`config.mk`:
```
export PLATFORM = sky130hd
export DESIGN_NAME = psdc_top
export DESIGN_NICKNAME = d
export VERILOG_FILES = /design/src/psdc_pkg.sv /design/src/psdc_top.sv
export SDC_FILE = /design/constraint.sdc
export NUM_CORES = 1
export LEC_CHECK = 0
export BUFFER_PORTS_ARGS = -buffer_cell sky130_fd_sc_hd__buf_2
export CAP_MARGIN = 20
export CORE_AREA = 2 2 118 120
export CTS_CLUSTER_DIAMETER = 40
export CTS_CLUSTER_SIZE = 12
export DETAILED_ROUTE_END_ITERATION = 10
export DIE_AREA = 0 0 120 122
export PLACE_DENSITY_LB_ADDON = 0.3
export SLEW_MARGIN = 20
export SYNTH_ARGS = -nofsm -noshare
export SYNTH_HDL_FRONTEND = slang
export SYNTH_SLANG_ARGS = --single-unit
```
`constraint.sdc`:
```
create_clock -name clk -period 2.8 [get_ports clk]
set_clock_uncertainty 0.2 [all_clocks]
set_input_delay 0.56 -clock clk [delete_from_list [all_inputs] [get_ports clk]]
set_output_delay 0.56 -clock clk [all_outputs]
set_load 0.02 [all_outputs]
```
`src/psdc_pkg.sv`:
```
// Package for the peripheral sleep domain control block.
// Assumes a 32-bit AXI4-Lite slave port and a 10 MHz system clock.
package psdc_pkg;
    // ----------------------------------------------------------------
    // Register map
    // ----------------------------------------------------------------
    localparam logic [15:0] IDX_PERIPH_CTRL   = 16'h9400; // Control index
    localparam logic [15:0] IDX_PERIPH_STAT   = 16'h9401; // Status index
    localparam logic [15:0] IDX_MASTER_CTRL   = 16'h9402; // Master control index
    localparam logic [15:0] IDX_MASTER_STAT   = 16'h9403; // Master status index
    localparam logic [15:0] IDX_GLOBAL_SLEEP  = 16'h9404; // Group flag index
    localparam logic [15:0] IDX_IRQ_STAT      = 16'h9405; // Event status index
    localparam logic [15:0] IDX_IRQ_MASK      = 16'h9406; // Event mask index
    localparam int          ADDR_W            = 18;       // Byte address width
    // ----------------------------------------------------------------
    // Field layout
    // ----------------------------------------------------------------
    localparam int          NUM_PERIPH        = 14;       // Peripheral domains
    localparam logic [15:0] PERIPH_CTRL_MASK  = 16'h3FFF; // Writable bits
    localparam logic [15:0] MASTER_CTRL_MASK  = 16'h0003; // Writable bits
    localparam int          BIT_HOST_PORT     = 1;        // Host port bit
    localparam int          BIT_XFER_ENGINE   = 0;        // Transfer engine bit
    localparam int          BIT_PERIPH_FLAG   = 3;        // Peripheral group flag
    localparam int          BIT_MASTER_FLAG   = 1;        // Master group flag
    localparam logic [15:0] GLOBAL_MASK       = 16'h000A; // Writable flag bits
    localparam int          IRQ_BIT_SLEEP     = 0;        // Periph entered sleep
    localparam int          IRQ_BIT_WAKE      = 1;        // Periph woke
    localparam int          IRQ_BIT_MASTER    = 2;        // Master gating changed
    localparam logic [2:0]  IRQ_MASK_BITS     = 3'h7;     // Event bit mask
    // ----------------------------------------------------------------
    // Reset values
    // ----------------------------------------------------------------
    localparam logic [15:0] RST_REG16         = 16'h0000; // All registers
    localparam logic [1:0]  RESP_OKAY         = 2'h0;     // AXI OKAY
    localparam logic [1:0]  RESP_SLVERR       = 2'h2;     // AXI SLVERR
    // ----------------------------------------------------------------
    // Carriers
    // ----------------------------------------------------------------
    typedef struct packed
    {
        logic [NUM_PERIPH-1:0] periph_gate_en; // One per peripheral, 1 = clock runs
        logic                  host_gate_en;   // Host port clock enable
        logic                  xfer_gate_en;   // Transfer engine clock enable
    } psdc_gates_t;
    typedef enum logic [1:0] {WR_IDLE, WR_RESP} psdc_wr_state_t;
endpackage

```
`src/psdc_top.sv`:
```
// Sleep domain control: select registers, gate enables, status, AXI4-Lite.
// Assumes the core gives a one-cycle sleep pulse on the same clock.
//
// Decided for this implementation: the AXI4-Lite register port.
`timescale 1ns/1ns
// Behaviour
// - Bit 6 gates sixth domain on sleep
// - Bit 5 gates general pin port on sleep
// - Bit 4 gates serial port two
// - Bit 3 gates serial port one
// - Bit 2 gates serial port zero
// - Bit 1 gates counter one
// - Bit 0 gates counter zero; reset zero
// - Status bit 13 shows auxiliary group asleep
// - Status bits 12-10 show memory, tick, watchdog
// - Status bits 9-7 show parallel, async, bus
// - Status bits 6-5 show sixth, pin port
// - Status bits 4-2 show serial ports
// - Status bits 1-0 timers; top bits zero
// - Host port gated when master flag sets
// - Transfer engine gated; upper bits zero
// - Peripheral flag bit 3; clear, then sleep pulse wakes all
// - Master flag bit 1 gates master group
module psdc_top
(
    input  wire logic                          clk,
    input  wire logic                          rstn,
    input  wire logic                          sleep_instr,
    input  wire logic [psdc_pkg::ADDR_W-1:0]   s_axi_awaddr,
    input  wire logic                          s_axi_awvalid,
    output      logic                          s_axi_awready,
    input  wire logic [31:0]                   s_axi_wdata,
    input  wire logic [3:0]                    s_axi_wstrb,
    input  wire logic                          s_axi_wvalid,
    output      logic                          s_axi_wready,
    output      logic [1:0]                    s_axi_bresp,
    output      logic                          s_axi_bvalid,
    input  wire logic                          s_axi_bready,
    input  wire logic [psdc_pkg::ADDR_W-1:0]   s_axi_araddr,
    input  wire logic                          s_axi_arvalid,
    output      logic                          s_axi_arready,
    output      logic [31:0]                   s_axi_rdata,
    output      logic [1:0]                    s_axi_rresp,
    output      logic                          s_axi_rvalid,
    input  wire logic                          s_axi_rready,
    output      psdc_pkg::psdc_gates_t         gates,
    output      logic                          irq
);
    import psdc_pkg::*;

    // ----------------------------------------------------------------
    // Helpers
    // ----------------------------------------------------------------
    // Byte address of a register index
    function automatic logic [ADDR_W-1:0] reg_addr(input logic [15:0] idx);
        reg_addr = ADDR_W'({idx, 2'b00});
    endfunction

    // Apply byte strobes to the low 16 bits
    function automatic logic [15:0] merge16(input logic [15:0] old,
                                            input logic [31:0] d,
                                            input logic [3:0]  s);
        merge16 = {s[1] ? d[15:8] : old[15:8], s[0] ? d[7:0] : old[7:0]};
    endfunction

    // ----------------------------------------------------------------
    // State
    // ----------------------------------------------------------------
    logic [15:0]           periph_ctrl;    // Per-peripheral sleep selects
    logic [15:0]           master_ctrl;    // Host / engine sleep selects
    logic                  periph_flag;    // Peripheral group sleep flag
    logic                  master_flag;    // Master group sleep flag
    logic [NUM_PERIPH-1:0] periph_asleep;  // Actual gated state
    logic                  host_asleep;    // Host port gated
    logic                  xfer_asleep;    // Transfer engine gated
    logic [2:0]            irq_stat;       // Sticky events
    logic [2:0]            irq_mask;       // Event enables
    logic                  aw_held;        // Write address captured
    logic                  w_held;         // Write data captured
    logic [ADDR_W-1:0]     aw_addr;        // Captured write address
    logic [31:0]           w_data;         // Captured write data
    logic [3:0]            w_strb;         // Captured strobes
    psdc_wr_state_t        wr_state;       // Write response state

    // ----------------------------------------------------------------
    // Write decode
    // ----------------------------------------------------------------
    logic                  wr_go;          // Both halves present
    logic                  wr_pctrl;       // Hit on control
    logic                  wr_mctrl;       // Hit on master control
    logic                  wr_glob;        // Hit on group flags
    logic                  wr_istat;       // Hit on event status
    logic                  wr_imask;       // Hit on event mask
    logic                  wr_hit;         // Any mapped hit
    logic [15:0]           glob_new;       // Flags after the write
    logic [NUM_PERIPH-1:0] next_asleep;    // Peripheral gate target
    logic [2:0]            ev;             // Events this cycle

    assign wr_go    = (wr_state == WR_IDLE) && aw_held && w_held;
    assign wr_pctrl = wr_go && (aw_addr == reg_addr(IDX_PERIPH_CTRL));
    assign wr_mctrl = wr_go && (aw_addr == reg_addr(IDX_MASTER_CTRL));
    assign wr_glob  = wr_go && (aw_addr == reg_addr(IDX_GLOBAL_SLEEP));
    assign wr_istat = wr_go && (aw_addr == reg_addr(IDX_IRQ_STAT));
    assign wr_imask = wr_go && (aw_addr == reg_addr(IDX_IRQ_MASK));
    assign wr_hit   = wr_pctrl | wr_mctrl | wr_glob | wr_istat | wr_imask
                    | (aw_addr == reg_addr(IDX_PERIPH_STAT))
                    | (aw_addr == reg_addr(IDX_MASTER_STAT));
    assign glob_new = merge16({12'h000, periph_flag, 1'b0, master_flag, 1'b0},
                              w_data, w_strb) & GLOBAL_MASK;

    // ----------------------------------------------------------------
    // AXI write channels
    // ----------------------------------------------------------------
    // Address and data accepted in either order, one write at a time
    always_ff @(posedge clk or negedge rstn)
    begin
        if (!rstn)
        begin
            aw_held <= 1'b0;
            w_held  <= 1'b0;
            aw_addr <= '0;
            w_data  <= 32'h0000_0000;
            w_strb  <= 4'h0;
        end
        else
        begin
            if (s_axi_awvalid && s_axi_awready)
            begin
                aw_held <= 1'b1;
                aw_addr <= s_axi_awaddr;
            end
            else if (wr_go)
                aw_held <= 1'b0;
            if (s_axi_wvalid && s_axi_wready)
            begin
                w_held <= 1'b1;
                w_data <= s_axi_wdata;
                w_strb <= s_axi_wstrb;
            end
            else if (wr_go)
                w_held <= 1'b0;
        end
    end

    // Ready flops and write response
    always_ff @(posedge clk or negedge rstn)
    begin
        if (!rstn)
        begin
            s_axi_awready <= 1'b0;
            s_axi_wready  <= 1'b0;
            s_axi_bvalid  <= 1'b0;
            s_axi_bresp   <= RESP_OKAY;
            wr_state      <= WR_IDLE;
        end
        else
        begin
            s_axi_awready <= !aw_held && !(s_axi_awvalid && s_axi_awready)
                             && (wr_state == WR_IDLE);
            s_axi_wready  <= !w_held && !(s_axi_wvalid && s_axi_wready)
                             && (wr_state == WR_IDLE);
            case (wr_state)
                WR_IDLE:
                    if (wr_go)
                    begin
                        s_axi_bvalid <= 1'b1;
                        s_axi_bresp  <= wr_hit ? RESP_OKAY : RESP_SLVERR;
                        wr_state     <= WR_RESP;
                    end
                WR_RESP:
                    if (s_axi_bready)
                    begin
                        s_axi_bvalid <= 1'b0;
                        wr_state     <= WR_IDLE;
                    end
                default:
                    wr_state <= WR_IDLE;
            endcase
        end
    end

    // ----------------------------------------------------------------
    // Control registers
    // ----------------------------------------------------------------
    // Select bits; reserved bits stay zero
    always_ff @(posedge clk or negedge rstn)
    begin
        if (!rstn)
        begin
            periph_ctrl <= RST_REG16;
            master_ctrl <= RST_REG16;
        end
        else
        begin
            if (wr_pctrl)
                periph_ctrl <= merge16(periph_ctrl, w_data, w_strb) & PERIPH_CTRL_MASK;
            if (wr_mctrl)
                master_ctrl <= merge16(master_ctrl, w_data, w_strb) & MASTER_CTRL_MASK;
        end
    end

    // Group sleep flags, set by software
    always_ff @(posedge clk or negedge rstn)
    begin
        if (!rstn)
        begin
            periph_flag <= 1'b0;
            master_flag <= 1'b0;
        end
        else if (wr_glob)
        begin
            periph_flag <= glob_new[BIT_PERIPH_FLAG];
            master_flag <= glob_new[BIT_MASTER_FLAG];
        end
    end

    // ----------------------------------------------------------------
    // Gating
    // ----------------------------------------------------------------
    // Sleep pulse with flag set gates selected domains, wakes unselected;
    // with flag clear it wakes everything
    always_comb
    begin
        next_asleep = periph_asleep;
        if (sleep_instr)
        begin
            if (periph_flag)
                next_asleep = periph_ctrl[NUM_PERIPH-1:0];
            else
                next_asleep = '0;
        end
    end

    // Actual gated state of each domain
    always_ff @(posedge clk or negedge rstn)
    begin
        if (!rstn)
        begin
            periph_asleep <= '0;
            host_asleep   <= 1'b0;
            xfer_asleep   <= 1'b0;
        end
        else
        begin
            periph_asleep <= next_asleep;
            host_asleep   <= master_flag && master_ctrl[BIT_HOST_PORT];
            xfer_asleep   <= master_flag && master_ctrl[BIT_XFER_ENGINE];
        end
    end

    // Clock-gate enables, registered inverses of the gated state
    always_ff @(posedge clk or negedge rstn)
    begin
        if (!rstn)
            gates <= '{periph_gate_en: '1, host_gate_en: 1'b1, xfer_gate_en: 1'b1};
        else
        begin
            gates.periph_gate_en <= ~next_asleep;
            gates.host_gate_en   <= !(master_flag && master_ctrl[BIT_HOST_PORT]);
            gates.xfer_gate_en   <= !(master_flag && master_ctrl[BIT_XFER_ENGINE]);
        end
    end

    // ----------------------------------------------------------------
    // Events and interrupt
    // ----------------------------------------------------------------
    // Event pulses: a domain slept, a domain woke, master gating moved
    always_comb
    begin
        ev                 = 3'h0;
        ev[IRQ_BIT_SLEEP]  = |(next_asleep & ~periph_asleep);
        ev[IRQ_BIT_WAKE]   = |(periph_asleep & ~next_asleep);
        ev[IRQ_BIT_MASTER] = (host_asleep != (master_flag && master_ctrl[BIT_HOST_PORT]))
                           | (xfer_asleep != (master_flag && master_ctrl[BIT_XFER_ENGINE]));
    end

    // Sticky status, write one to clear; a new event wins
    always_ff @(posedge clk or negedge rstn)
    begin
        if (!rstn)
        begin
            irq_stat <= 3'h0;
            irq_mask <= 3'h0;
            irq      <= 1'b0;
        end
        else
        begin
            irq_stat <= ((wr_istat && w_strb[0]) ? irq_stat & ~w_data[2:0] : irq_stat) | ev;
            if (wr_imask && w_strb[0])
                irq_mask <= w_data[2:0] & IRQ_MASK_BITS;
            irq      <= |(irq_stat & irq_mask);
        end
    end

    // ----------------------------------------------------------------
    // AXI read channel
    // ----------------------------------------------------------------
    // One read at a time; data answered the cycle after address taken
    always_ff @(posedge clk or negedge rstn)
    begin
        if (!rstn)
        begin
            s_axi_arready <= 1'b0;
            s_axi_rvalid  <= 1'b0;
            s_axi_rdata   <= 32'h0000_0000;
            s_axi_rresp   <= RESP_OKAY;
        end
        else
        begin
            s_axi_arready <= !s_axi_rvalid && !(s_axi_arvalid && s_axi_arready);
            if (s_axi_arvalid && s_axi_arready)
            begin
                s_axi_rvalid <= 1'b1;
                s_axi_rresp  <= RESP_OKAY;
                if (s_axi_araddr == reg_addr(IDX_PERIPH_CTRL))
                    s_axi_rdata <= {16'h0000, periph_ctrl};
                else if (s_axi_araddr == reg_addr(IDX_PERIPH_STAT))
                    s_axi_rdata <= {18'h00000, periph_asleep};
                else if (s_axi_araddr == reg_addr(IDX_MASTER_CTRL))
                    s_axi_rdata <= {16'h0000, master_ctrl};
                else if (s_axi_araddr == reg_addr(IDX_MASTER_STAT))
                    s_axi_rdata <= {30'h0000_0000, host_asleep, xfer_asleep};
                else if (s_axi_araddr == reg_addr(IDX_GLOBAL_SLEEP))
                    s_axi_rdata <= {28'h000_0000, periph_flag, 1'b0, master_flag, 1'b0};
                else if (s_axi_araddr == reg_addr(IDX_IRQ_STAT))
                    s_axi_rdata <= {29'h0000_0000, irq_stat};
                else if (s_axi_araddr == reg_addr(IDX_IRQ_MASK))
                    s_axi_rdata <= {29'h0000_0000, irq_mask};
                else
                begin
                    s_axi_rdata <= 32'h0000_0000;
                    s_axi_rresp <= RESP_SLVERR;
                end
            end
            else if (s_axi_rvalid && s_axi_rready)
                s_axi_rvalid <= 1'b0;
        end
    end

    // ----------------------------------------------------------------
    // Checks
    // ----------------------------------------------------------------
    property p_sel_sleep;
        @(posedge clk) disable iff (!rstn)
        (sleep_instr && periph_flag) |=> (periph_asleep == $past(periph_ctrl[NUM_PERIPH-1:0]));
    endproperty
    a_sel_sleep: assert property (p_sel_sleep) else $error("select gating wrong");

    property p_wake_all;
        @(posedge clk) disable iff (!rstn)
        (sleep_instr && !periph_flag) |=> (periph_asleep == '0);
    endproperty
    a_wake_all: assert property (p_wake_all) else $error("wake all failed");

    property p_hold;
        @(posedge clk) disable iff (!rstn)
        !sleep_instr |=> $stable(periph_asleep);
    endproperty
    a_hold: assert property (p_hold) else $error("gating moved without sleep");

    property p_gate_match;
        @(posedge clk) disable iff (!rstn)
        1'b1 |=> (gates.periph_gate_en == ~periph_asleep) && (gates.host_gate_en == !host_asleep)
                 && (gates.xfer_gate_en == !xfer_asleep);
    endproperty
    a_gate_match: assert property (p_gate_match) else $error("gate and status differ");

    property p_host;
        @(posedge clk) disable iff (!rstn)
        (master_flag && master_ctrl[BIT_HOST_PORT]) |=> host_asleep && !gates.host_gate_en;
    endproperty
    a_host: assert property (p_host) else $error("host port not gated");

    property p_xfer;
        @(posedge clk) disable iff (!rstn)
        !(master_flag && master_ctrl[BIT_XFER_ENGINE]) |=> !xfer_asleep;
    endproperty
    a_xfer: assert property (p_xfer) else $error("engine gated wrongly");

    property p_reserved;
        @(posedge clk) disable iff (!rstn)
        (periph_ctrl[15:14] == 2'h0) && (master_ctrl[15:2] == 14'h0000);
    endproperty
    a_reserved: assert property (p_reserved) else $error("reserved bit set");

    property p_irq;
        @(posedge clk) disable iff (!rstn)
        (|(irq_stat & irq_mask)) |=> irq;
    endproperty
    a_irq: assert property (p_irq) else $error("interrupt missing");
endmodule

```
### Word-level counts from Yosys, hierarchy flattened

Cells that the tools add are included.
Widths: inputs -> output; s select.

* eq/ne operators: 19
* reductions and logical operators: 43
* bitwise logic cells: 15
* multiplexer cells: 29

Operators by type and width (number)
* $eq 18x18->1 const B: 14
* $mux 14: 4
* $and 14x14->14: 2
* $not 14->14: 2
* $reduce_or 14->1: 2
* $logic_and 1x1->1: 20
* $mux 2: 10
* $mux 4: 3
* $reduce_and 2->1: 6
* $mux 3: 3
* $logic_not 1->1: 8
* $reduce_bool 2->1: 4
* $mux 1: 7
* $or 1x1->1: 7
* $and 3x3->3: 2
* $ne 2x2->1 const B: 2
* $pmux 2 s2: 1
* $not 3->3: 1
* $or 3x3->3: 1
* $reduce_and 3->1: 1
* $reduce_or 3->1: 1
* $eq 2x1->1 const B: 1
* $logic_not 2->1: 1
* $ne 1x1->1: 2
* $pmux 1 s2: 1

* output and inout bits: 58
* bits in registers: 136
* word-level logic and storage cells: 134

### Longest topological paths before layout

Gate-level depths: netlist of run 1.

* word-level depth: 11
* gate-level depth with buffers: 6
* mapped depth without buffers: 5

### Worst setup path after synthesis of run 1

OpenSTA, ideal clock, no wires.

* kind: input -> register
* from: in s_axi_araddr[16] (netlist bit)
* to: reg s_axi_rdata[10]
* required time: 2.532 ns
* path slack: 0.483 ns
* arrival time: 2.049 ns
* setup time: 0.068 ns
* stages: 5
* path through: nor4b_4 > nand4_1 > or2_1 > nor4_2 > a221o_1

* cells in the longest elaborated chain, start to end: 3

Ends and longest elaborated chain
* start: declaration: RTL line psdc_top.sv:39 `input wire logic [psdc_pkg::ADDR_W-1:0] s_axi_araddr,`
* $eq 18x18->1: RTL line psdc_top.sv:317 `else if (s_axi_araddr == reg_addr(IDX_PERIPH_STAT))`
* $mux 14: RTL line psdc_top.sv:317
* $mux 14 *: RTL line psdc_top.sv:315 `if (s_axi_araddr == reg_addr(IDX_PERIPH_CTRL))`
* end signal: assignment: RTL line psdc_top.sv:316 `s_axi_rdata <= {16'h0000, periph_ctrl};`
* end signal: assignment: RTL line psdc_top.sv:318 `s_axi_rdata <= {18'h00000, periph_asleep};`
* end signal: assignment: RTL line psdc_top.sv:320 `s_axi_rdata <= {16'h0000, master_ctrl};`
* end: declaration: RTL line psdc_top.sv:42 `output logic [31:0] s_axi_rdata,`

Every way passes the cells marked *; elsewhere a longest branch is shown, timed or not.
A chain may end at the register's enable or synchronous reset.

### Worst setup path after layout of run 1

* from: reg aw_addr[1]
* to: reg periph_ctrl[12]

* cells in the longest elaborated chain, start to end: 3

Ends and longest elaborated chain
* start: declaration: RTL line psdc_top.sv:80 `logic [ADDR_W-1:0] aw_addr;`
* start signal: assignment: RTL line psdc_top.sv:130 `aw_addr <= s_axi_awaddr;`
* $eq 18x18->1: RTL line psdc_top.sv:100 `assign wr_pctrl = wr_go && (aw_addr == reg_addr(IDX_PERIPH_CTRL));`
* $logic_and 1x1->1: RTL line psdc_top.sv:100
* $reduce_and 2->1 (no line)
* end signal: assignment: RTL line psdc_top.sv:196 `periph_ctrl <= merge16(periph_ctrl, w_data, w_strb) & PERIPH_CTRL_MASK;`
* end: declaration: RTL line psdc_top.sv:69 `logic [15:0] periph_ctrl;`

Every way passes these cells.

==> results by group, run 1 <==
STA
  – Slew Limit Fails: 0
  – Hold Vio Cnt, Final: 0
  – RSZ-0062 raised after global routing: no
  – Final setup viols: 0
  – Tmin final: 2486 ps
  – Setup tns final: 0 ps
  – F_max: 402.2 MHz
  – Tcrit/Tclk final: 88.79%
  – Final worst setup slack: 313.9 ps
  – Worst Max-Slew Pin Slew: 759.4 ps
  – Slew Limit Headroom: 49.25%

Global route
  – First-pass GRT wire length: 18110 um
  – Initial antenna violation count: 0
  – Pin count of the biggest net entering global routing: 42
  – Remaining Overflow, GRT: 0
  – Gr usage total: 16.11%
  – Vias in the first global route: 3561

Clock network
  – CTS buffer count: 17
  – CTS sink count: 114
  – Clk buf depth: 2
  – Post-CTS Setup Inserts: 0
  – CTS root buf: clkbuf_16
  – H-tree depth: 4
  – Clock transition at path regs: 50 ps
  – CTS tree: done
  – Post-cts sizing count: 0
  – Clk Latency, worst-skew pair: 410 ps

Synthesis
  – Synth Area in Compound Gates: 10.26%
  – Mapped Area: 0.004964 mm^2
  – Post-synth top flop: dfrtp_1
  – Number of flops mapped to enable cells by yosys: 0
  – Synth Area in Simple Gates: 11.14%
  – Register area share after synthesis: 57.88%
  – Avg Synthesized Cell Area: 12.35 um^2
  – Yosys cell types: 50
  – Post-synthesis xor/xnor area fraction: 0.3529%
  – Cells after Synth: 402
  – Main combinational cell family by area after synthesis: multiplexers
  – Synthesis-stage register bit count: 114
  – Post-synth ARST share: 100.0%
  – Adder-cell share of the synthesized area: 0%
  – Warning count from the yosys run: 0
  – Multiplexer area fraction after synthesis: 13.49%

Setup path
  – Crit-path max cell delay: 500 ps
  – CP Capture Type: register
  – Crit path DAT: 2580 ps
  – Cell Chain, Critical Path: nor4_2, nand4_2, or3_4, nor4b_4, mux2_2
  – Crit path kind: register to register
  – CP max-delay cell: nor4b_4
  – Crit-path leading delay family: simple AND/OR/NAND/NOR gates
  – CP Launch Type: register
  – Worst Path Required: 2900 ps
  – Worst path buffer plus inverter count: 0
  – Max FO, Critical Path: 6

Placed design
  – Pre-CTS WS: 267.8 ps
  – Final HPWL DP: 7866 um
  – GPL Wtd Cong: 0.8634
  – IO buf count: 97
  – DP Area: 0.005625 mm^2

Floorplan
  – DIE WIDTH: 120 um
  – Starting Density: 36.76%
  – Core Area: 0.01350 mm^2
  – Die Height: 122 um
  – Die area: 0.01464 mm^2
  – # rows: 43
  – Top-level I/O count: 138

Route
  – Final ANT Viol Nets: 0
  – DR pass1 iterations: 4
  – Vias: 3470
  – Iteration-0 DRC Markers: 204
  – Routed WL: 10920 um
  – Wire length per cell: 15.44 um
  – DR DRC count: 0
  – DR vias/cell: 4.908

Final layout
  – Layout cell share with drive strength beyond 1: 40.80%
  – Fill count: 1255
  – Final nets: 594
  – Finished Cell Area: 0.006251 mm^2
  – Diode count: 0
  – Layout area overhead: 25.94%

Power and ir drop
  – Leak: 3.020 nW
  – Worst VDD drop: 0.0006695 V
  – Cell Pwr Density: 812.4 mW/mm^2

Job
  – Max-cap violations: 0

Status
  – Status: finished, final reports clean

Hold path
  – Tightest Hold Check Type: primary input to register
## timing repair
item                                   CTS  global route
endpoints found under the hold margin   33             0
setup endpoints to repair                0             0
hold buffers                             1             0
## report_power, final
group | total [mW] | switching [mW] | internal, mW
sequential | 2.19 | 0.235 | 1.95
combinational | 0.677 | 0.318 | 0.359
clock | 2.21 | 0.727 | 1.49
total | 5.08 | 1.28 | 3.80
## layer usage
layer | up-vias | global-route usage, % | wire [um]
li1 | 1609 | - | -
met1 | 1707 | 21.37 | 4825
met2 | 138 | 24.54 | 5051
met3 | 16 | 5.243 | 855
met4 | 0 | 6.324 | 184
met5 | - | 0 | 0
## through the flow
| stage | hold slack, ps | util [%] | std cells | power (mW) |
|---|---|---|---|---|
| 2_1_floorplan | 64.41 | - | 421 | 2.674 |
| 3_5_place_dp | 249.1 | 41.66 | 674 | 2.902 |
| 4_1_cts | 106.1 | 46.29 | 707 | 5.133 |
| 3_3_place_gp | 228.3 | 41.66 | 674 | 2.857 |
| 6_report | 119.8 | 46.29 | 707 | 5.079 |
| 5_1_grt | 109.8 | 46.29 | 707 | 5.310 |
## cell usage after synthesis, types with 2 or more instances
cell type / n / area (um^2)
nor2_1: 5 / 18.77
a221o_1: 10 / 100.1
o22ai_1: 3 / 18.77
o2111ai_1: 2 / 17.52
nand4_1: 2 / 12.51
nor4_1: 4 / 25.02
nand2_1: 31 / 116.4
clkbuf_1: 12 / 45.04
a31oi_1: 3 / 18.77
nor4b_4: 2 / 47.55
buf_4: 20 / 150.1
xnor2_1: 2 / 17.52
dfstp_2: 16 / 420.4
nor3_1: 5 / 25.02
nor2b_1: 3 / 18.77
inv_1: 38 / 142.6
a211oi_1: 2 / 15.01
o41ai_1: 2 / 17.52
o21ai_0: 11 / 55.05
nor3b_1: 2 / 15.01
nor4_2: 3 / 37.54
a311oi_1: 2 / 17.52
and2_1: 10 / 62.56
nand2b_1: 4 / 25.02
nor4b_1: 2 / 17.52
nor4b_2: 2 / 30.03
dfrtp_1: 98 / 2452
o21a_1: 14 / 105.1
nand3_1: 4 / 20.02
a21oi_1: 4 / 20.02
mux2_2: 54 / 608.1
a221oi_1: 3 / 26.28
a22o_1: 6 / 52.55
mux2i_1: 5 / 50.05
## sequential cells by signal, summed over array words and instances, names as in the netlist
signal and count:
s_axi_awready 1, s_axi_bvalid 1, w_strb 2, periph_flag 1, periph_asleep 14, irq_mask 3
s_axi_arready 1, w_data 14, aw_addr 18, gates 16, periph_ctrl 14, xfer_asleep 1
host_asleep 1, master_flag 1, s_axi_wready 1, s_axi_rvalid 1, master_ctrl 2, s_axi_bresp 1
irq_stat 3, w_held 1, aw_held 1, s_axi_rresp 1, irq 1, s_axi_rdata 14
## path summary, 6_finish.rpt
path                       cells after the start              end    startpoint  slack [ps]
max reg2reg                                    5  periph_ctrl[12]    aw_addr[1]         310
min                                            2     s_axi_rvalid  s_axi_rready         120
min in group asynchronous                      2   s_axi_rdata[5]          rstn         470
min reg2reg                                    1    s_axi_arready  s_axi_rvalid         250
max in group asynchronous                      3   s_axi_bresp[1]          rstn        1220
max                                            5  periph_ctrl[12]    aw_addr[1]         310
## layout make-up
type,instances,area [um^2],area share [%]
tap,180,225.2,3.603
clock buffer,23,488.0,7.806
timing repair buffer,106,570.5,9.127
sequential,114,2873,45.96
multi-input combinational,237,1824,29.18
clock inverter,9,127.6,2.042
inverter,38,142.6,2.282
## cell usage in the layout (no fill, tap or decap), types with 11 or more instances in the layout
cell type	count
inv_1	38
o21ai_0	11
buf_2	96
dfstp_2	16
mux2_2	54
dfrtp_1	98
nand2_1	31
conb_1	20
clkbuf_16	17
o21a_1	14
## logic make-up after synthesis
logic type,count (synthesis)
flip-flops,114
AND/OR/NAND/NOR,88
buffers and inverters,70
AO/OA/AOI/OAI,67
multiplexers,60
XOR/XNOR,2
other,1
Note: power is estimated with default switching activity, not from simulation.
==> run 2, diff against run 1 <==
--- a/config.mk
+++ b/config.mk
@@ -7,11 +7,13 @@
 export LEC_CHECK = 0
 export BUFFER_PORTS_ARGS = -buffer_cell sky130_fd_sc_hd__buf_2
 export CAP_MARGIN = 20
-export CORE_AREA = 2 2 118 120
+export CELL_PAD_IN_SITES_DETAIL_PLACEMENT = 0
+export CELL_PAD_IN_SITES_GLOBAL_PLACEMENT = 2
+export CORE_AREA = 2 2 124 126
 export CTS_CLUSTER_DIAMETER = 40
 export CTS_CLUSTER_SIZE = 12
 export DETAILED_ROUTE_END_ITERATION = 10
-export DIE_AREA = 0 0 120 122
+export DIE_AREA = 0 0 126 128
 export PLACE_DENSITY_LB_ADDON = 0.3
 export SLEW_MARGIN = 20
 export SYNTH_ARGS = -nofsm -noshare
==> results by group, run 2 (synthesis gave the netlist of run 1 again) <==
Route
  – Vias: 3438
  – Iteration-0 DRC Markers: 138
  – DR DRC count: 0
  – Routed WL: 11300 um
  – Wire length per cell: 15.83 um
  – DR vias/cell: 4.815
  – Final ANT Viol Nets: 0
  – DR pass1 iterations: 5

STA
  – F_max: 404.0 MHz
  – Tcrit/Tclk final: 88.40%
  – Hold Vio Cnt, Final: 0
  – Worst Max-Slew Pin Slew: 760.7 ps
  – RSZ-0062 raised after global routing: no
  – Setup tns final: 0 ps
  – Slew Limit Fails: 0
  – Tmin final: 2475 ps
  – Slew Limit Headroom: 49.17%
  – Final setup viols: 0

Hold path
  – Tightest Hold Check Type: primary input to register

Floorplan
  – Core Area: 0.01486 mm^2
  – Starting Density: 33.39%
  – Die Height: 128 um
  – # rows: 45
  – Top-level I/O count: 138
  – DIE WIDTH: 126 um
  – Die area: 0.01613 mm^2

Setup path
  – Crit-path max cell delay: 490 ps
  – Worst Path Required: 2900 ps
  – Cell Chain, Critical Path: nor4_2, nand4_2, or3_4, nor4b_4, mux2_2
  – CP max-delay cell: nor4b_4
  – Crit path DAT: 2570 ps
  – Max FO, Critical Path: 6
  – Crit path kind: register to register
  – CP Capture Type: register
  – CP Launch Type: register

Clock network
  – Post-cts sizing count: 0
  – H-tree depth: 4
  – Clock transition at path regs: 50 ps
  – Clk buf depth: 2
  – CTS root buf: clkbuf_16
  – CTS tree: done
  – CTS sink count: 114
  – Clk Latency, worst-skew pair: 420 ps
  – CTS buffer count: 17

Placed design
  – DP Area: 0.005635 mm^2
  – Cells after DPL: 682
  – Final HPWL DP: 8149 um
  – IO buf count: 97
  – GPL Wtd Cong: 0.8407

Power and ir drop
  – Cell Pwr Density: 815.3 mW/mm^2
  – Leak: 3.027 nW
  – Worst VDD drop: 0.0004487 V

Final layout
  – Final design utilization: 42.13%
  – Largest registers: aw_addr: 18 flops, gates: 16 flops
  – Final nets: 594
  – Most common cell after layout, fill and taps aside: dfrtp_1
  – Most frequent cells in the layout: dfrtp_1, buf_2, mux2_2
  – Top reg by flops: aw_addr
  – Fill count: 1472
  – Layout area overhead: 26.17%
  – Non-Filler Instances: 714
  – Max FFs per register: 18
  – Finished Cell Area: 0.006262 mm^2
  – Diode count: 0
  – Layout cell share with drive strength beyond 1: 40.87%

Global route
  – Vias in the first global route: 3614
  – Initial antenna violation count: 0
  – Remaining Overflow, GRT: 0
  – Gr usage total: 15.12%
  – First-pass GRT wire length: 18770 um
  – Pin count of the biggest net entering global routing: 69

Status
  – Status: finished, final reports clean

Job
  – Max-cap violations: 0
==> run 2: cell types whose count changed in the layout (fill, tap and decap cells not counted) <==
| cell | before | now |
|---|---|---|
| clkbuf_8 | 4 | 2 |
| clkinv_2 | 3 | 5 |
| bufinv_16 | 3 | 4 |
| clkbuf_1 | 2 | 1 |
| clkinvlp_4 | 3 | 2 |
==> run 2: worst max-delay path: cells and delay by family (launching register included) <==
kind             cells  cell delay, ps
DFF                  1             380
muxes                1             390
and+or+nand+nor      4            1390
==> run 2: stage by stage <==
| step | setup slack (ps) | power, mW | hold slack (ps) |
|---|---|---|---|
| finish | 324.7 | 5.106 | 113.6 |
| CTS | 273.8 | 5.172 | 101.9 |
| detailed placement | 285.2 | 2.901 | 252.7 |
| global route | 152.1 | 5.369 | 126.8 |
| global placement | 314.2 | 2.870 | 236.0 |
| floorplan | 482.7 | 2.674 | 64.41 |
==> run 2: routing by layer <==
| layer | vias up | track usage, % | wire, um |
|---|---|---|---|
| li1 | 1607 | - | - |
| met1 | 1697 | 20.49 | 5324 |
| met2 | 118 | 22.55 | 4997 |
| met3 | 16 | 5.008 | 808 |
| met4 | 0 | 5.882 | 170 |
| met5 | - | 0 | 0 |
==> run 2: worst paths after layout <==
kind,startpoint,to,slack [ps],cells past startpoint
max,aw_addr[1],periph_ctrl[10],320,5
min,s_axi_bready,s_axi_bvalid,110,2
max reg2reg,aw_addr[1],periph_ctrl[10],320,5
min reg2reg,s_axi_rvalid,s_axi_arready,250,1
max in group asynchronous,rstn,gates[9],1260,3
min in group asynchronous,rstn,s_axi_rdata[13],430,2
==> run 2: repair_timing <==
item	4_1_cts	5_1_grt
hold buffers	1	0
endpoints found under the hold margin	19	0
setup buffers	0	0
==> run 2: layout make-up <==
class	instances	area, um^2	area share [%]
Multi-Input combinational cell	237	1824	29.13
Clock buffer	20	456.7	7.293
Tap cell	188	235.2	3.756
Timing Repair Buffer	106	570.5	9.111
Sequential cell	114	2873	45.87
Clock inverter	11	160.2	2.557
Inverter	38	142.6	2.278
==> run 2: where the power goes <==
| group | switching, mW | internal [mW] |
|---|---|---|
| logic | 0.317 | 0.359 |
| clock network | 0.729 | 1.52 |
| registers | 0.230 | 1.95 |
| total | 1.28 | 3.83 |
==> run 3, diff against run 2 <==
--- a/config.mk
+++ b/config.mk
@@ -14,6 +14,7 @@
 export CTS_CLUSTER_SIZE = 12
 export DETAILED_ROUTE_END_ITERATION = 10
 export DIE_AREA = 0 0 126 128
+export MAX_ROUTING_LAYER = met4
 export PLACE_DENSITY_LB_ADDON = 0.3
 export SLEW_MARGIN = 20
 export SYNTH_ARGS = -nofsm -noshare
==> results by group, run 3 (synthesis gave the netlist of run 1 again) <==
Final layout
  – Finished Cell Area: 0.006262 mm^2
  – Most frequent cells in the layout: dfrtp_1, buf_2, mux2_2
  – Max FFs per register: 18
  – Diode count: 0
  – Final nets: 594
  – Largest registers: aw_addr: 18 flops, gates: 16 flops
  – Non-Filler Instances: 714
  – Top reg by flops: aw_addr
  – Layout area overhead: 26.17%
  – Most common cell after layout, fill and taps aside: dfrtp_1
  – Layout cell share with drive strength beyond 1: 40.87%

Floorplan
  – Starting Density: 33.39%
  – Die Height: 128 um
  – Top-level I/O count: 138
  – DIE WIDTH: 126 um
  – Core Area: 0.01486 mm^2
  – Die area: 0.01613 mm^2
  – # rows: 45

Power and ir drop
  – Total chip power: 5.104 mW
  – Cell Pwr Density: 815.1 mW/mm^2
  – Leak: 3.027 nW
  – Worst VDD drop: 0.0004491 V

STA
  – Slew Limit Fails: 0
  – Worst Max-Slew Pin Slew: 761.2 ps
  – Tmin final: 2461 ps
  – Setup tns final: 0 ps
  – RSZ-0062 raised after global routing: no
  – Hold Vio Cnt, Final: 0
  – F_max: 406.3 MHz
  – Final setup viols: 0
  – Hold WS: 115.2 ps
  – Slew Limit Headroom: 49.13%
  – Tcrit/Tclk final: 87.91%

Route
  – Routed wl met2: 5007 um
  – Iteration-0 DRC Markers: 133
  – Vias: 3442
  – DR pass1 iterations: 4
  – Top layer in use: met4
  – Final ANT Viol Nets: 0
  – Routed wl met3: 682 um
  – DR DRC count: 0
  – Metal-1 WL: 5398 um
  – Wire length per cell: 15.82 um
  – Routed WL: 11300 um
  – DR vias/cell: 4.821

Clock network
  – Post-CTS Setup Inserts: 0
  – CTS root buf: clkbuf_16
  – Hold_buf cts: 1
  – CTS tree: done
  – H-tree depth: 4
  – Clk Latency, worst-skew pair: 410 ps
  – Clk buf depth: 2
  – Post-cts sizing count: 0
  – CTS buffer count: 17
  – CTS sink count: 114
  – Clock transition at path regs: 50 ps

Placed design
  – IO buf count: 97
  – DP Area: 0.005635 mm^2
  – GPL Wtd Cong: 0.8538
  – Final HPWL DP: 8149 um
  – Cells after DPL: 682

Global route
  – Pin count of the biggest net entering global routing: 69
  – Vias in the first global route: 3610
  – Gr usage total: 15.59%
  – First-pass GRT wire length: 18800 um
  – Remaining Overflow, GRT: 0
  – Initial antenna violation count: 0

Status
  – Status: finished, final reports clean

Hold path
  – Worst hold path startpoint: s_axi_bready
  – Tightest Hold Check Type: primary input to register

Setup path
  – CP Capture Point: periph_ctrl[10]
  – FF-to-FF setup slack: 340 ps
  – Max FO, Critical Path: 6
  – Worst R2R Path Depth: 5
  – Worst Path Required: 2900 ps
  – Crit path DAT: 2560 ps
  – CP Launch Type: register
  – Worst R2R End: periph_ctrl[10]
  – Crit path kind: register to register
  – CP Capture Type: register
  – CP startpoint: aw_addr[1]
  – Launching point of the worst reg2reg path: aw_addr[1]

Job
  – Max-cap violations: 0
run 3: cell counts in the layout (fill, tap and decap cells not counted):
No cell type changed its count.
run 3: cell type report:
| class | instances | area (um^2) |
|---|---|---|
| inverter | 38 | 142.6 |
| fill | 1472 | 8602 |
| multi-input combinational | 237 | 1824 |
| sequential | 114 | 2873 |
| clock buffer | 20 | 456.7 |
| clock inverter | 11 | 160.2 |
| tap | 188 | 235.2 |
| timing repair buffer | 106 | 570.5 |
run 3: routing by layer:
metal | vias up | track usage, %
met5 | - | -
met4 | 0 | 6.464
met3 | 19 | 4.382
met2 | 105 | 22.58
met1 | 1711 | 20.68
li1 | 1607 | -
run 3: worst min path at each step:
| stage | end | cells after the start |
|---|---|---|
| CTS | s_axi_bvalid | 2 |
| floorplan | aw_addr[0] | 0 |
| global route | s_axi_bvalid | 2 |
| detailed placement | s_axi_arready | 1 |
| global placement | s_axi_arready | 1 |
| finish | s_axi_bvalid | 2 |
run 3: where the power goes:
| group | leakage [nW] | switching, mW | internal (mW) |
|---|---|---|---|
| logic | 1.29 | 0.317 | 0.359 |
| clock network | 0.301 | 0.727 | 1.52 |
| registers | 1.44 | 0.231 | 1.95 |
| total | 3.03 | 1.28 | 3.83 |
run 3: worst max-delay path, stage by stage, from the launching register on:
cell and delay, ps:
dfrtp_1 380, nor4_2 340, nand4_2 160, or3_4 390, nor4b_4 480, mux2_2 390
run 3: stage by stage:
stage,utilization [%],setup WS [ps]
finish,42.13,338.6
global route,42.13,152.2
CTS,42.13,273.8
floorplan,-,482.7
detailed placement,37.91,285.2
global placement,37.91,314.2
